===== src/fspc_consts.svh =====
// Summary of operation
// (RQ1) Software loads address, selects program space, reads
// (RQ2) Second instruction after read start is squashed
// (RQ3) Read word lands next cycle, held
// (RQ4) Software puts two no-ops after read start
// (RQ5) Reads ignore the code-protect setting
// (RQ6) Erase row is 32 aligned words
// (RQ7) Eight aligned write latches per block
// (RQ8) Erase needs selects, enable, unlock, then go
// (RQ9) Erase-select bit clears when erase finishes
// (RQ10) Two squashed setup cycles after program-go
// (RQ11) Erase halts core about 2 ms
// (RQ12) Resume at third instruction after go
// (RQ13) Writing never erases automatically
// (RQ14) Block write stays inside its latch block
// (RQ15) Latches return to all ones after write
// (RQ16) Latch-only go just loads one latch
// (RQ17) Latch-only load never stalls the core
// (RQ18) Final go loads last latch, programs block
// (RQ19) Block write halts only on final step
// (RQ20) Every go needs the 55h/AAh unlock pair
// (RQ21) Software steps address between latch loads
// (RQ22) Latch holds 14-bit word from data pair
// (RQ23) Protected destinations are refused
// (RQ24) Low three address bits pick latch
`ifndef FSPC_CONSTS_SVH
`define FSPC_CONSTS_SVH

// Register byte offsets on the APB
`define FSPC_OFF_ADDR_LO 12'h000
`define FSPC_OFF_ADDR_HI 12'h004
`define FSPC_OFF_DATA_LO 12'h008
`define FSPC_OFF_DATA_HI 12'h00c
`define FSPC_OFF_CTRL 12'h010
`define FSPC_OFF_UNLOCK 12'h014

// Control register bit positions
`define FSPC_BIT_RD 0
`define FSPC_BIT_WR 1
`define FSPC_BIT_PROGRAM_ENABLE 2
`define FSPC_BIT_FREE 3
`define FSPC_BIT_LATCH_ONLY 4
`define FSPC_BIT_CONFIG_SPACE_SELECT 5
`define FSPC_BIT_PGD 6
`define FSPC_BIT_ERR 7
`define FSPC_CTRL_RST 8'h00

// Unlock keys and tracker states
`define FSPC_KEY1 8'h55
`define FSPC_KEY2 8'haa
`define FSPC_UNLK_NONE 2'h0
`define FSPC_UNLK_HALF 2'h1
`define FSPC_UNLK_FULL 2'h2

// Array geometry
`define FSPC_ERASED 14'h3fff
`define FSPC_ROW_MASK 14'h3fe0
`define FSPC_LATCHES 8
`define FSPC_LAST_LATCH 4'h8

// Protection field limits
`define FSPC_PROT_NONE 2'h3
`define FSPC_PROT_LOW 2'h2
`define FSPC_PROT_HALF 2'h1
`define FSPC_LIM_LOW 14'h0200
`define FSPC_LIM_HALF 14'h2000

// Timing
`define FSPC_T_CELL_US 2000
`define FSPC_CLK_MHZ 200
`define FSPC_INSTR_CLKS 4

`endif


===== src/fspc_pkg.sv =====
package fspc_pkg;

	// Sequencer states, one-hot
	typedef enum logic [8:0] {
		S_IDLE = 9'h001,
		S_RD_ALIGN = 9'h002,
		S_RD_PASS = 9'h004,
		S_RD_DO = 9'h008,
		S_GO_ALIGN = 9'h010,
		S_SETUP1 = 9'h020,
		S_SETUP2 = 9'h040,
		S_PROG = 9'h080,
		S_BUSY = 9'h100
	} fspc_state_t;

	// Request to the flash array macro
	typedef struct packed {
		logic rd;
		logic erase;
		logic prog;
		logic [13:0] addr;
		logic [13:0] wdata;
	} fspc_flash_req_t;

endpackage


===== src/fspc_latch_mem.sv =====
`timescale 1ns/1ps
`include "fspc_consts.svh"

module fspc_latch_mem #(
	parameter int DEPTH = `FSPC_LATCHES,
	parameter int W = 14
) (
	input wire logic clk,
	input wire logic rst,
	input wire logic we,
	input wire logic [$clog2(DEPTH)-1:0] waddr,
	input wire logic [W-1:0] wdata,
	input wire logic setAll,
	input wire logic [$clog2(DEPTH)-1:0] raddr,
	output logic [W-1:0] rdata
);
	logic [W-1:0] mem_q [DEPTH];
	logic [W-1:0] rdata_q;

	// Bulk preset wins over a load in the same cycle
	always_ff @(posedge clk or posedge rst) begin
		if (rst) begin
			for (int i = 0; i < DEPTH; i++) mem_q[i] <= `FSPC_ERASED;
		end else if (setAll) begin
			for (int i = 0; i < DEPTH; i++) mem_q[i] <= `FSPC_ERASED; // RQ15
		end else if (we) begin
			mem_q[waddr] <= wdata;
		end
	end

	// Registered read port
	always_ff @(posedge clk or posedge rst) begin
		if (rst) rdata_q <= `FSPC_ERASED;
		else rdata_q <= mem_q[raddr];
	end

	assign rdata = rdata_q;
endmodule


===== src/fspc_timer.sv =====
`timescale 1ns/1ps
`include "fspc_consts.svh"

module fspc_timer #(
	parameter int INSTR_CLKS = `FSPC_INSTR_CLKS,
	parameter int CNT_W = 20
) (
	input wire logic clk,
	input wire logic rst,
	input wire logic start,
	input wire logic [CNT_W-1:0] loadVal,
	output logic cycEn,
	output logic done
);
	localparam int DIV_W = $clog2(INSTR_CLKS + 1);
	localparam logic [DIV_W-1:0] DIV_LAST = DIV_W'(INSTR_CLKS - 1);
	logic [DIV_W-1:0] div_q;
	logic [CNT_W-1:0] cnt_q;

	// Instruction-cycle enable, free running
	assign cycEn = (div_q == DIV_LAST);
	assign done = (cnt_q == CNT_W'(1));

	always_ff @(posedge clk or posedge rst) begin
		if (rst) div_q <= '0;
		else div_q <= cycEn ? '0 : div_q + DIV_W'(1);
	end

	// Cell-time countdown; done pulses on the last count
	always_ff @(posedge clk or posedge rst) begin
		if (rst) cnt_q <= '0;
		else if (start) cnt_q <= loadVal;
		else if (cnt_q != '0) cnt_q <= cnt_q - CNT_W'(1);
	end
endmodule


===== src/fspc_top.sv =====
// The address map and the APB register port were decided locally.
`timescale 1ns/1ps
`include "fspc_consts.svh"

module fspc_top
	import fspc_pkg::*;
#(
	parameter int CELL_CYCLES = `FSPC_T_CELL_US * `FSPC_CLK_MHZ,
	parameter int INSTR_CLKS = `FSPC_INSTR_CLKS
) (
	input wire logic clk,
	input wire logic rst,
	input wire logic psel,
	input wire logic penable,
	input wire logic pwrite,
	input wire logic [11:0] paddr,
	input wire logic [31:0] pwdata,
	output logic [31:0] prdata,
	output logic pready,
	output logic pslverr,
	input wire logic [1:0] protectRegion,
	input wire logic [13:0] flashRdData,
	output fspc_flash_req_t flashReq,
	output logic cpuSquash,
	output logic cpuHalt
);
	localparam int CNT_W = $clog2(CELL_CYCLES + 1);
	localparam logic [CNT_W-1:0] CELL_LOAD = CNT_W'(CELL_CYCLES);

	fspc_state_t state_q, state_d;
	logic [7:0] addrLo_q, ctrl_q, ctrl_d;
	logic [5:0] addrHi_q;
	logic [7:0] dataLo_q;
	logic [5:0] dataHi_q;
	logic [1:0] unlk_q;
	logic [13:0] opAddr_q;
	logic opErase_q, opLatch_q;
	logic [3:0] progCnt_q;
	logic [31:0] prdata_q, rdMux;
	fspc_flash_req_t flashReq_q, flashReqD;
	logic cycEn, timerDone, timerStart;
	logic [13:0] latchRd;

	// Protection decode of a destination word
	function automatic logic isProtected(input logic [13:0] a, input logic [1:0] r);
		case (r)
			`FSPC_PROT_NONE: isProtected = 1'b0;
			`FSPC_PROT_LOW: isProtected = (a < `FSPC_LIM_LOW);
			`FSPC_PROT_HALF: isProtected = (a < `FSPC_LIM_HALF);
			default: isProtected = 1'b1;
		endcase
	endfunction

	// APB decode, zero wait states
	wire apbSetup = psel & ~penable;
	wire apbAccess = psel & penable;
	wire hitAddrLo = (paddr == `FSPC_OFF_ADDR_LO);
	wire hitAddrHi = (paddr == `FSPC_OFF_ADDR_HI);
	wire hitDataLo = (paddr == `FSPC_OFF_DATA_LO);
	wire hitDataHi = (paddr == `FSPC_OFF_DATA_HI);
	wire hitCtrl = (paddr == `FSPC_OFF_CTRL);
	wire hitUnlock = (paddr == `FSPC_OFF_UNLOCK);
	wire hitAny = hitAddrLo | hitAddrHi | hitDataLo | hitDataHi | hitCtrl | hitUnlock;
	wire apbWr = apbAccess & pwrite & hitAny;
	assign pready = 1'b1;
	assign pslverr = apbAccess & ~hitAny;
	assign prdata = prdata_q;

	// Read mux; unlock register reads as zero so keys never leak
	always_comb begin
		rdMux = 32'h0;
		if (hitAddrLo) rdMux[7:0] = addrLo_q;
		if (hitAddrHi) rdMux[5:0] = addrHi_q;
		if (hitDataLo) rdMux[7:0] = dataLo_q;
		if (hitDataHi) rdMux[5:0] = dataHi_q;
		if (hitCtrl) rdMux[7:0] = ctrl_q;
	end

	// Read data registered in the setup phase
	always_ff @(posedge clk or posedge rst) begin
		if (rst) prdata_q <= 32'h0;
		else if (apbSetup) prdata_q <= rdMux;
	end

	// Request qualification
	wire [13:0] fullAddr = {addrHi_q, addrLo_q};
	wire isIdle = (state_q == S_IDLE);
	wire progSpace = ctrl_q[`FSPC_BIT_PGD] & ~ctrl_q[`FSPC_BIT_CONFIG_SPACE_SELECT];
	wire goReq = isIdle & ctrl_q[`FSPC_BIT_WR];
	wire rdReq = isIdle & ctrl_q[`FSPC_BIT_RD] & ~ctrl_q[`FSPC_BIT_WR];
	// Latch-only loads do not touch the array, so no protection check
	wire goProt = ~ctrl_q[`FSPC_BIT_LATCH_ONLY] & isProtected(fullAddr, protectRegion); // RQ23
	wire goOk = (unlk_q == `FSPC_UNLK_FULL) & ctrl_q[`FSPC_BIT_PROGRAM_ENABLE] & progSpace & ~goProt; // RQ20
	wire goAccept = goReq & goOk;
	wire goRefuse = goReq & ~goOk;
	wire rdAccept = rdReq & progSpace; // RQ5
	wire rdRefuse = rdReq & ~progSpace;
	wire rdDone = (state_q == S_RD_DO) & cycEn;
	wire setupEnd = (state_q == S_SETUP2) & cycEn;
	wire opDone = (state_q == S_BUSY) & timerDone;
	wire latchWe = setupEnd & ~opErase_q; // RQ16 RQ18
	wire progLast = (state_q == S_PROG) & (progCnt_q == `FSPC_LAST_LATCH);
	assign timerStart = (setupEnd & opErase_q) | progLast;

	// Control register: software sets RD/WR only, hardware clears them
	always_comb begin
		ctrl_d = ctrl_q;
		if (apbWr & hitCtrl) begin
			ctrl_d[`FSPC_BIT_PROGRAM_ENABLE] = pwdata[`FSPC_BIT_PROGRAM_ENABLE];
			ctrl_d[`FSPC_BIT_FREE] = pwdata[`FSPC_BIT_FREE];
			ctrl_d[`FSPC_BIT_LATCH_ONLY] = pwdata[`FSPC_BIT_LATCH_ONLY];
			ctrl_d[`FSPC_BIT_CONFIG_SPACE_SELECT] = pwdata[`FSPC_BIT_CONFIG_SPACE_SELECT];
			ctrl_d[`FSPC_BIT_PGD] = pwdata[`FSPC_BIT_PGD];
			ctrl_d[`FSPC_BIT_RD] = ctrl_q[`FSPC_BIT_RD] | (pwdata[`FSPC_BIT_RD] & isIdle);
			ctrl_d[`FSPC_BIT_WR] = ctrl_q[`FSPC_BIT_WR] | (pwdata[`FSPC_BIT_WR] & isIdle);
			ctrl_d[`FSPC_BIT_ERR] = ctrl_q[`FSPC_BIT_ERR] & pwdata[`FSPC_BIT_ERR];
		end
		if (rdDone | rdRefuse) ctrl_d[`FSPC_BIT_RD] = 1'b0;
		if (latchWe & opLatch_q) ctrl_d[`FSPC_BIT_WR] = 1'b0;
		if (opDone) ctrl_d[`FSPC_BIT_WR] = 1'b0;
		if (opDone & opErase_q) ctrl_d[`FSPC_BIT_FREE] = 1'b0; // RQ9
		if (goRefuse) begin
			ctrl_d[`FSPC_BIT_WR] = 1'b0;
			ctrl_d[`FSPC_BIT_ERR] = 1'b1; // Set beats a software clear
		end
	end

	always_ff @(posedge clk or posedge rst) begin
		if (rst) ctrl_q <= `FSPC_CTRL_RST;
		else ctrl_q <= ctrl_d;
	end

	// Address pair, software owned
	always_ff @(posedge clk or posedge rst) begin
		if (rst) begin
			addrLo_q <= 8'h00;
			addrHi_q <= 6'h00;
		end else if (apbWr) begin
			if (hitAddrLo) addrLo_q <= pwdata[7:0];
			if (hitAddrHi) addrHi_q <= pwdata[5:0];
		end
	end

	// Data pair; a read capture beats a software write
	always_ff @(posedge clk or posedge rst) begin
		if (rst) begin
			dataLo_q <= 8'h00;
			dataHi_q <= 6'h00;
		end else if (rdDone) begin
			{dataHi_q, dataLo_q} <= flashRdData; // RQ3
		end else if (apbWr) begin
			if (hitDataLo) dataLo_q <= pwdata[7:0];
			if (hitDataHi) dataHi_q <= pwdata[5:0];
		end
	end

	// Unlock tracker: 55h then AAh, consumed by any go attempt
	always_ff @(posedge clk or posedge rst) begin
		if (rst) unlk_q <= `FSPC_UNLK_NONE;
		else if (goReq) unlk_q <= `FSPC_UNLK_NONE; // RQ20
		else if (apbWr & hitUnlock) begin
			if (pwdata[7:0] == `FSPC_KEY1) unlk_q <= `FSPC_UNLK_HALF;
			else if (pwdata[7:0] == `FSPC_KEY2 && unlk_q == `FSPC_UNLK_HALF)
				unlk_q <= `FSPC_UNLK_FULL;
			else unlk_q <= `FSPC_UNLK_NONE;
		end
	end

	// Operation captured at go so later bit changes cannot redirect it
	always_ff @(posedge clk or posedge rst) begin
		if (rst) begin
			opAddr_q <= 14'h0000;
			opErase_q <= 1'b0;
			opLatch_q <= 1'b0;
		end else if (goAccept) begin
			opAddr_q <= fullAddr;
			opErase_q <= ctrl_q[`FSPC_BIT_FREE];
			opLatch_q <= ctrl_q[`FSPC_BIT_LATCH_ONLY];
		end
	end

	// Sequencer
	always_comb begin
		state_d = state_q;
		case (state_q)
			S_IDLE: begin
				if (goAccept) state_d = S_GO_ALIGN;
				else if (rdAccept) state_d = S_RD_ALIGN;
			end
			S_RD_ALIGN: if (cycEn) state_d = S_RD_PASS;
			S_RD_PASS: if (cycEn) state_d = S_RD_DO;
			S_RD_DO: if (cycEn) state_d = S_IDLE;
			S_GO_ALIGN: if (cycEn) state_d = S_SETUP1;
			S_SETUP1: if (cycEn) state_d = S_SETUP2;
			S_SETUP2: begin
				if (cycEn) begin
					if (opErase_q) state_d = S_BUSY;
					else if (opLatch_q) state_d = S_IDLE; // RQ17
					else state_d = S_PROG;
				end
			end
			S_PROG: if (progLast) state_d = S_BUSY;
			S_BUSY: if (timerDone) state_d = S_IDLE; // RQ12
			default: state_d = S_IDLE;
		endcase
	end

	always_ff @(posedge clk or posedge rst) begin
		if (rst) state_q <= S_IDLE;
		else state_q <= state_d;
	end

	// Core control: squash one fetch on read, two on setup
	assign cpuSquash = (state_q == S_RD_DO) | (state_q == S_SETUP1) | (state_q == S_SETUP2); // RQ2 RQ10
	// Only the array phases stall the core
	assign cpuHalt = (state_q == S_PROG) | (state_q == S_BUSY); // RQ11 RQ19

	// Walks all eight latches, one array word per clock
	always_ff @(posedge clk or posedge rst) begin
		if (rst) progCnt_q <= 4'h0;
		else if (state_q == S_PROG && !progLast) progCnt_q <= progCnt_q + 4'h1;
		else progCnt_q <= 4'h0;
	end

	// Array requests; programming never pairs with an erase
	always_comb begin
		flashReqD = '0;
		if (state_d == S_RD_DO) begin
			flashReqD.rd = 1'b1;
			flashReqD.addr = fullAddr;
		end
		if (setupEnd & opErase_q) begin
			flashReqD.erase = 1'b1; // RQ13
			flashReqD.addr = opAddr_q & `FSPC_ROW_MASK; // RQ6
		end
		if (state_q == S_PROG && progCnt_q != 4'h0) begin
			flashReqD.prog = 1'b1;
			flashReqD.addr = {opAddr_q[13:3], 3'(progCnt_q - 4'h1)}; // RQ7 RQ14
			flashReqD.wdata = latchRd;
		end
	end

	always_ff @(posedge clk or posedge rst) begin
		if (rst) flashReq_q <= '0;
		else flashReq_q <= flashReqD;
	end
	assign flashReq = flashReq_q;

	fspc_latch_mem #(.DEPTH(`FSPC_LATCHES), .W(14)) u_latch (
		.clk(clk),
		.rst(rst),
		.we(latchWe),
		.waddr(opAddr_q[2:0]), // RQ24
		.wdata({dataHi_q, dataLo_q}), // RQ22
		.setAll(opDone & ~opErase_q), // RQ15
		.raddr(progCnt_q[2:0]),
		.rdata(latchRd)
	);

	fspc_timer #(.INSTR_CLKS(INSTR_CLKS), .CNT_W(CNT_W)) u_timer (
		.clk(clk),
		.rst(rst),
		.start(timerStart),
		.loadVal(CELL_LOAD),
		.cycEn(cycEn),
		.done(timerDone)
	);
endmodule


===== config.mk =====
export PLATFORM = sky130hd
export DESIGN_NAME = fspc_top
export DESIGN_NICKNAME = d
export VERILOG_FILES = /design/src/fspc_pkg.sv /design/src/fspc_latch_mem.sv /design/src/fspc_timer.sv /design/src/fspc_top.sv
export VERILOG_INCLUDE_DIRS = /design/src
export SDC_FILE = /design/constraint.sdc
export NUM_CORES = 1
export LEC_CHECK = 0
export BUFFER_PORTS_ARGS = -buffer_cell sky130_fd_sc_hd__clkbuf_2
export CAP_MARGIN = 20
export CORE_MARGIN = 2
export CORE_UTILIZATION = 50
export DETAILED_ROUTE_END_ITERATION = 8
export PLACE_DENSITY_LB_ADDON = 0.2
export SLEW_MARGIN = 10
export SYNTH_ARGS = -nofsm -noshare
export SYNTH_HDL_FRONTEND = slang
export SYNTH_SLANG_ARGS = --single-unit

===== constraint.sdc =====
create_clock -name clk -period 11.8 [get_ports clk]
set_clock_uncertainty 0.05 [all_clocks]
set_input_delay 2.36 -clock clk [delete_from_list [all_inputs] [get_ports clk]]
set_output_delay 2.36 -clock clk [all_outputs]
set_load 0.05 [all_outputs]

After elaboration in Yosys (flattened, before gate mapping):

Index checks and enable logic that the tools add are counted.

* add/subtract/negate cells: 4
* multiply operators: 0
* divide/modulo/power cells: 0
* $lt $le $gt $ge: 5
* equality and inequality tests: 25
* shifts and indexed selects: 0
* multiplexer cells: 53
* bitwise operators: 54
* reductions and logical operators: 22

Operator list (number)
* 112-bit two-way mux: 2
* 112-bit bitwise mux: 1
* 9-bit two-way mux: 11
* 9-bit one-hot mux with 9 select lines: 1
* 14-bit two-way mux: 5
* 8-bit two-way mux: 8
* 14-bit binary-select mux with 3-bit select: 1
* 14-bit demux with 3-bit select: 1
* 19-bit two-way mux: 2
* 1-bit AND: 31
* 6-bit two-way mux: 5
* 29-bit two-way mux: 1
* 12-bit by 4-bit == test with 1-bit output (second input constant): 2
* 12-bit by 5-bit == test with 1-bit output (second input constant): 2
* 19-bit by 1-bit == test with 1-bit output (second input constant): 1
* 19-bit nonzero test: 1
* 19-bit by 1-bit subtractor with 19-bit output (second input constant): 1
* 9-bit by 4-bit == test with 1-bit output (second input constant): 2
* 2-bit nonzero test: 9
* 14-bit by 10-bit less-than comparator with 1-bit output (second input constant): 1
* 14-bit less-than comparator (second input constant): 1
* 12-bit by 3-bit == test with 1-bit output (second input constant): 1
* 12-bit zero test: 1
* 1-bit bitwise OR: 12
* 30 further kinds: 60

* register bits: 254
* latch bits: 0
* RAM bits: 0
* bits in read-only memories: 0
* output and inout bits: 67
* memories: 0

Logic depth before layout (Yosys ltp):

* word-level depth: 12
* gate-level depth with buffers: 11
* depth with buffers taken out: 8

Modules after synthesis:

A second synthesis with hierarchy kept.

* cell total of the unflattened synthesis: 1059
* area, all modules: 12778.5 um^2

By module, submodules not included
* fspc_latch_mem: instances 1, cells an instance 464, area an instance 6211.0 um^2, sequential area each 3310.7 um^2
* fspc_top: instances 1, cells an instance 455, area an instance 5262.5 um^2, sequential area each 2653.8 um^2
* fspc_timer: instances 1, cells an instance 140, area an instance 1305.0 um^2, sequential area each 550.5 um^2

Worst setup path before layout:

Ideal clock, no wire load.

* path type: input port to output port
* from: in paddr[9]
* to: out pslverr
* arrival: 3.523 ns
* slack: 5.867 ns
* stages on the path: 4
* path buffers: 1
* cell sequence: nor3_1 and4_1 clkbuf_1 a21oi_1

* longest elaborated chain between the ends: 8
* elaborated cells between the ends (all ways): 13
* classes of those cells: 5 x eq/ne; 7 x bitwise; 1 x reduce/logical

RTL lines
* start: declaration: line fspc_top.sv:16 `input wire logic [11:0] paddr,`
* 12-bit by 3-bit == test with 1-bit output (no source line) or 12-bit zero test (tied branches)
* 1-bit bitwise OR (4 in a row): line fspc_top.sv:63 `wire hitAny = hitAddrLo | hitAddrHi | hitDataLo | hitDataHi | hitCtrl | hitUnlock;`
* 1-bit bitwise OR (*): line fspc_top.sv:63
* 1-bit inverter (*): line fspc_top.sv:66 `assign pslverr = apbAccess & ~hitAny;`
* 1-bit AND (*): line fspc_top.sv:66
* end: declaration: line fspc_top.sv:20 `output logic pslverr,`

Every way passes the cells marked *; elsewhere a longest branch is shown, timed or not.

Worst setup path after layout:

Ends and elaborated chain as after synthesis.

==> results.toml <==
[run_status]
run_status = "finished, final reports clean"

[global_routing]
grt_antenna_before_repair = 0
grtUsageTotal_pct = 23.3
global_route_wire_length_before_repair_mm = 48.1
first_global_vias = 8690
maximum_number_of_pins_on_one_net_before_global_route_repair = 95
grt_overflow = 0

[sta]
fmax_ghz = 0.172
fin_ws_ns = 5.97
worstMarginPinSlew_ns = 1.09
grt_setup_unrepaired = "false"
final_max_slew_viol_count = 0
final-setup-viol-count = 0
period_needed_ns = 5.83
timing.final.hold_violations = 0
finalHoldWorstSlack_ns = 0.388
finalSetupTns_ns = 0
final_min_period_over_clock_period_pct = 49.4
worst_slew_margin_rel_pct = 26.7

[cts]
cts_sinks = 254
postCtsHoldBufs = 0
setup_repair_bufs_after_cts = 0
worst_skew_pair.late_latency_ns = 0.53
cts_htree_levels = 1
post_cts_resized = 0
clk_pin_slew_worst_paths_ns = 0.06
cts_made_buffers = 27
ctsRootBufferMaster = "clkbuf_16"
clock_path_buffers = 3
tritoncts = "yes"

[logic_synthesis]
seq_area_frac_synth_pct = 53.2
ys_warnings = 0
synthesis.instances = 1222
post_synth_most_frequent_cells = "312 x nand2_1, 127 x dfrtp_1, 127 x dfstp_2, 126 x nand3_1, 63 x nor2_1"
post_synth_instance_area_um2 = 12300
synth_async_sr_flop_share_pct = 100
yosysMostFrequentCell = "nand2_1"
synth_top_cell_area_share_pct = 27.2
synth_top_cells_by_area = "dfstp_2 27%, dfrtp_1 26%, nand2_1 9.6%, mux4_2 5.3%, nand3_1 5.1%"
netlist.top_cell.by_area = "dfstp_2"
ys_dominant_reg_cell = "dfstp_2"
synth-seq-cells = 254
synth_cell_type_count = 68
post_synth.cell_area_avg_um2 = 10.0
synth-edff-count = 0

[route]
drc = 0
drt_iter0_drc = 827
drt-vias-per-instance = 5.59
vias = 8930
route.antenna.remaining_nets = 0
drtPass1Iterations = 5
route.final.wire_length_mm = 29.5
wl_per_cell_um = 18.5

[worst_setup_path]
timing.critical_path.from_type = "primary input"
timing.critical_path.cells = "clkbuf_2, nor3_1, and4_1, a21oi_1, clkbuf_2"
critPathArrivalTime_ns = 3.42
worst-setup-path-type = "primary input to primary output"
bufs_and_invs_on_worst_path = 2
crit_path_end_kind = "primary output"
crit_path_frequent_cell = "clkbuf_2"
critical_path.slowest_cell = "and4_1"
worst-endpoint-required_ns = 9.39
critical-path-top-delay-family = "simple AND/OR/NAND/NOR gates"
highest_fanout_seen_on_the_critical_path = 8
worst_path_largest_cell_delay_ns = 0.40

[die]
die_width_um = 161
die_height_um = 161
initial_cell_density_of_the_core_pct = 50.7
core_um2 = 24200
die_outline_area_um2 = 25800
rows = 57
floorplan.io_pins = 132

[place]
io_buffers = 82
place_ws_ns = 5.98
dpl.hpwl_mm = 19.0
gp_congestion = 0.865

[flow_run]
drv_cap = 0

[cells_and_area]
num_antenna_cells = 0
fraction_of_final_layout_cells_sized_beyond_drive_strength_1_pct = 26.4
areaGrowthSynthToFinish_pct = 10.9
final_nets = 1326

[power_and_ir_drop]
power_per_unit_of_standard_cell_area_nw_per_um2 = 131
irDropWorstVdd_v = 0.0000830
p_leak_uw = 0.00629

[hold_path]
worst_hold_path_type = "flip-flop to flip-flop"
-- layout make-up --
| class | instances | area [µm²] |
|---|---|---|
| fillers | 2152 | 10600 |
| clock inverters | 9 | 98.8 |
| well taps | 324 | 405 |
| clock buffers | 39 | 761 |
| flip-flops and latches | 254 | 6520 |
| repair buffers | 92 | 519 |
| inverters | 14 | 60.1 |
| multi-input cells | 866 | 5230 |
-- kinds of logic after synthesis --
| kind of cell | share of synthesized area, % |
|---|---|
| simple gates | 23.7 |
| mux | 10.1 |
| fa+ha+maj | 0.613 |
| compound gates | 6.00 |
| xor+xnor | 1.22 |
| buf+inv | 5.17 |
| other cells | 0.0613 |
| flops | 53.2 |
-- power breakdown --
| part | total (µW) | switching [µW] | leakage [µW] | internal (µW) |
|---|---|---|---|---|
| Clock | 832 | 343 | 0.000418 | 489 |
| Combinational | 62.4 | 49.3 | 0.00284 | 13.2 |
| Sequential | 888 | 11.4 | 0.00304 | 876 |
-- through the flow --
| step | cells | power (µW) | instance area, µm² | utilization [%] |
|---|---|---|---|---|
| finish | 1598 | 1780 | 13600 | 56.2 |
| global route | 1598 | 1840 | 13600 | 56.2 |
| CTS | 1595 | 1800 | 13500 | 56.0 |
| detailed placement | 1547 | 964 | 12700 | 52.5 |
| global placement | 1546 | 963 | 12700 | 52.4 |
| floorplan | 1245 | 947 | 12300 | - |
-- routing by layer --
metal  wire, µm  part of all wire (%)  vias to the layer above  track usage, %
li1           -                     -                     4217               -
met1      13500                    46                     4363            34.2
met2      13500                    46                      303            36.6
met3       1800                   6.1                       47            3.46
met4        601                   2.0                        0            6.14
met5          0                     0                        -               0
-- flip-flops by register name, indices dropped and copies added, names as in the netlist, 9 cells and up --
signal	count
flashReq	31
opAddr_q	14
state_q	9
u_latch.mem_q	112
u_latch.rdata	14
u_timer.cnt_q	19
-- layout by cell type, fill, tap and decap left out, drive strengths merged, types with 7 or more instances in the layout --
master  instances
clkbuf        121
xor2            9
or3             8
dfstp         127
a22o            8
nor4           11
nand3b          7
dfrtp         127
nand2b          8
nor3           16
mux2i          21
mux2           33
o21ai          17
nand3         127
buf            10
a21oi          41
nand2         312
conb           25
and2           20
nand4           7
inv            14
xnor2           8
nor2b           8
mux4           29
or4             8
a32o            7
nor2           65
-- final timing paths --
check	from	end	slack [ns]	cells past startpoint
worst max-delay path	paddr[9]	pslverr	5.97	5
worst min-delay path	u_timer.div_q[0]	u_timer.div_q[0]	0.39	1
worst max register to register	u_timer.div_q[0]	u_latch.mem_q[16]	8.54	7
worst min register to register	u_timer.div_q[0]	u_timer.div_q[0]	0.39	1
max in group asynchronous	rst	dataLo_q[1]	8.36	3
min in group asynchronous	rst	flashReq[12]	1.90	2
Note: power is estimated with default switching activity, not from simulation.
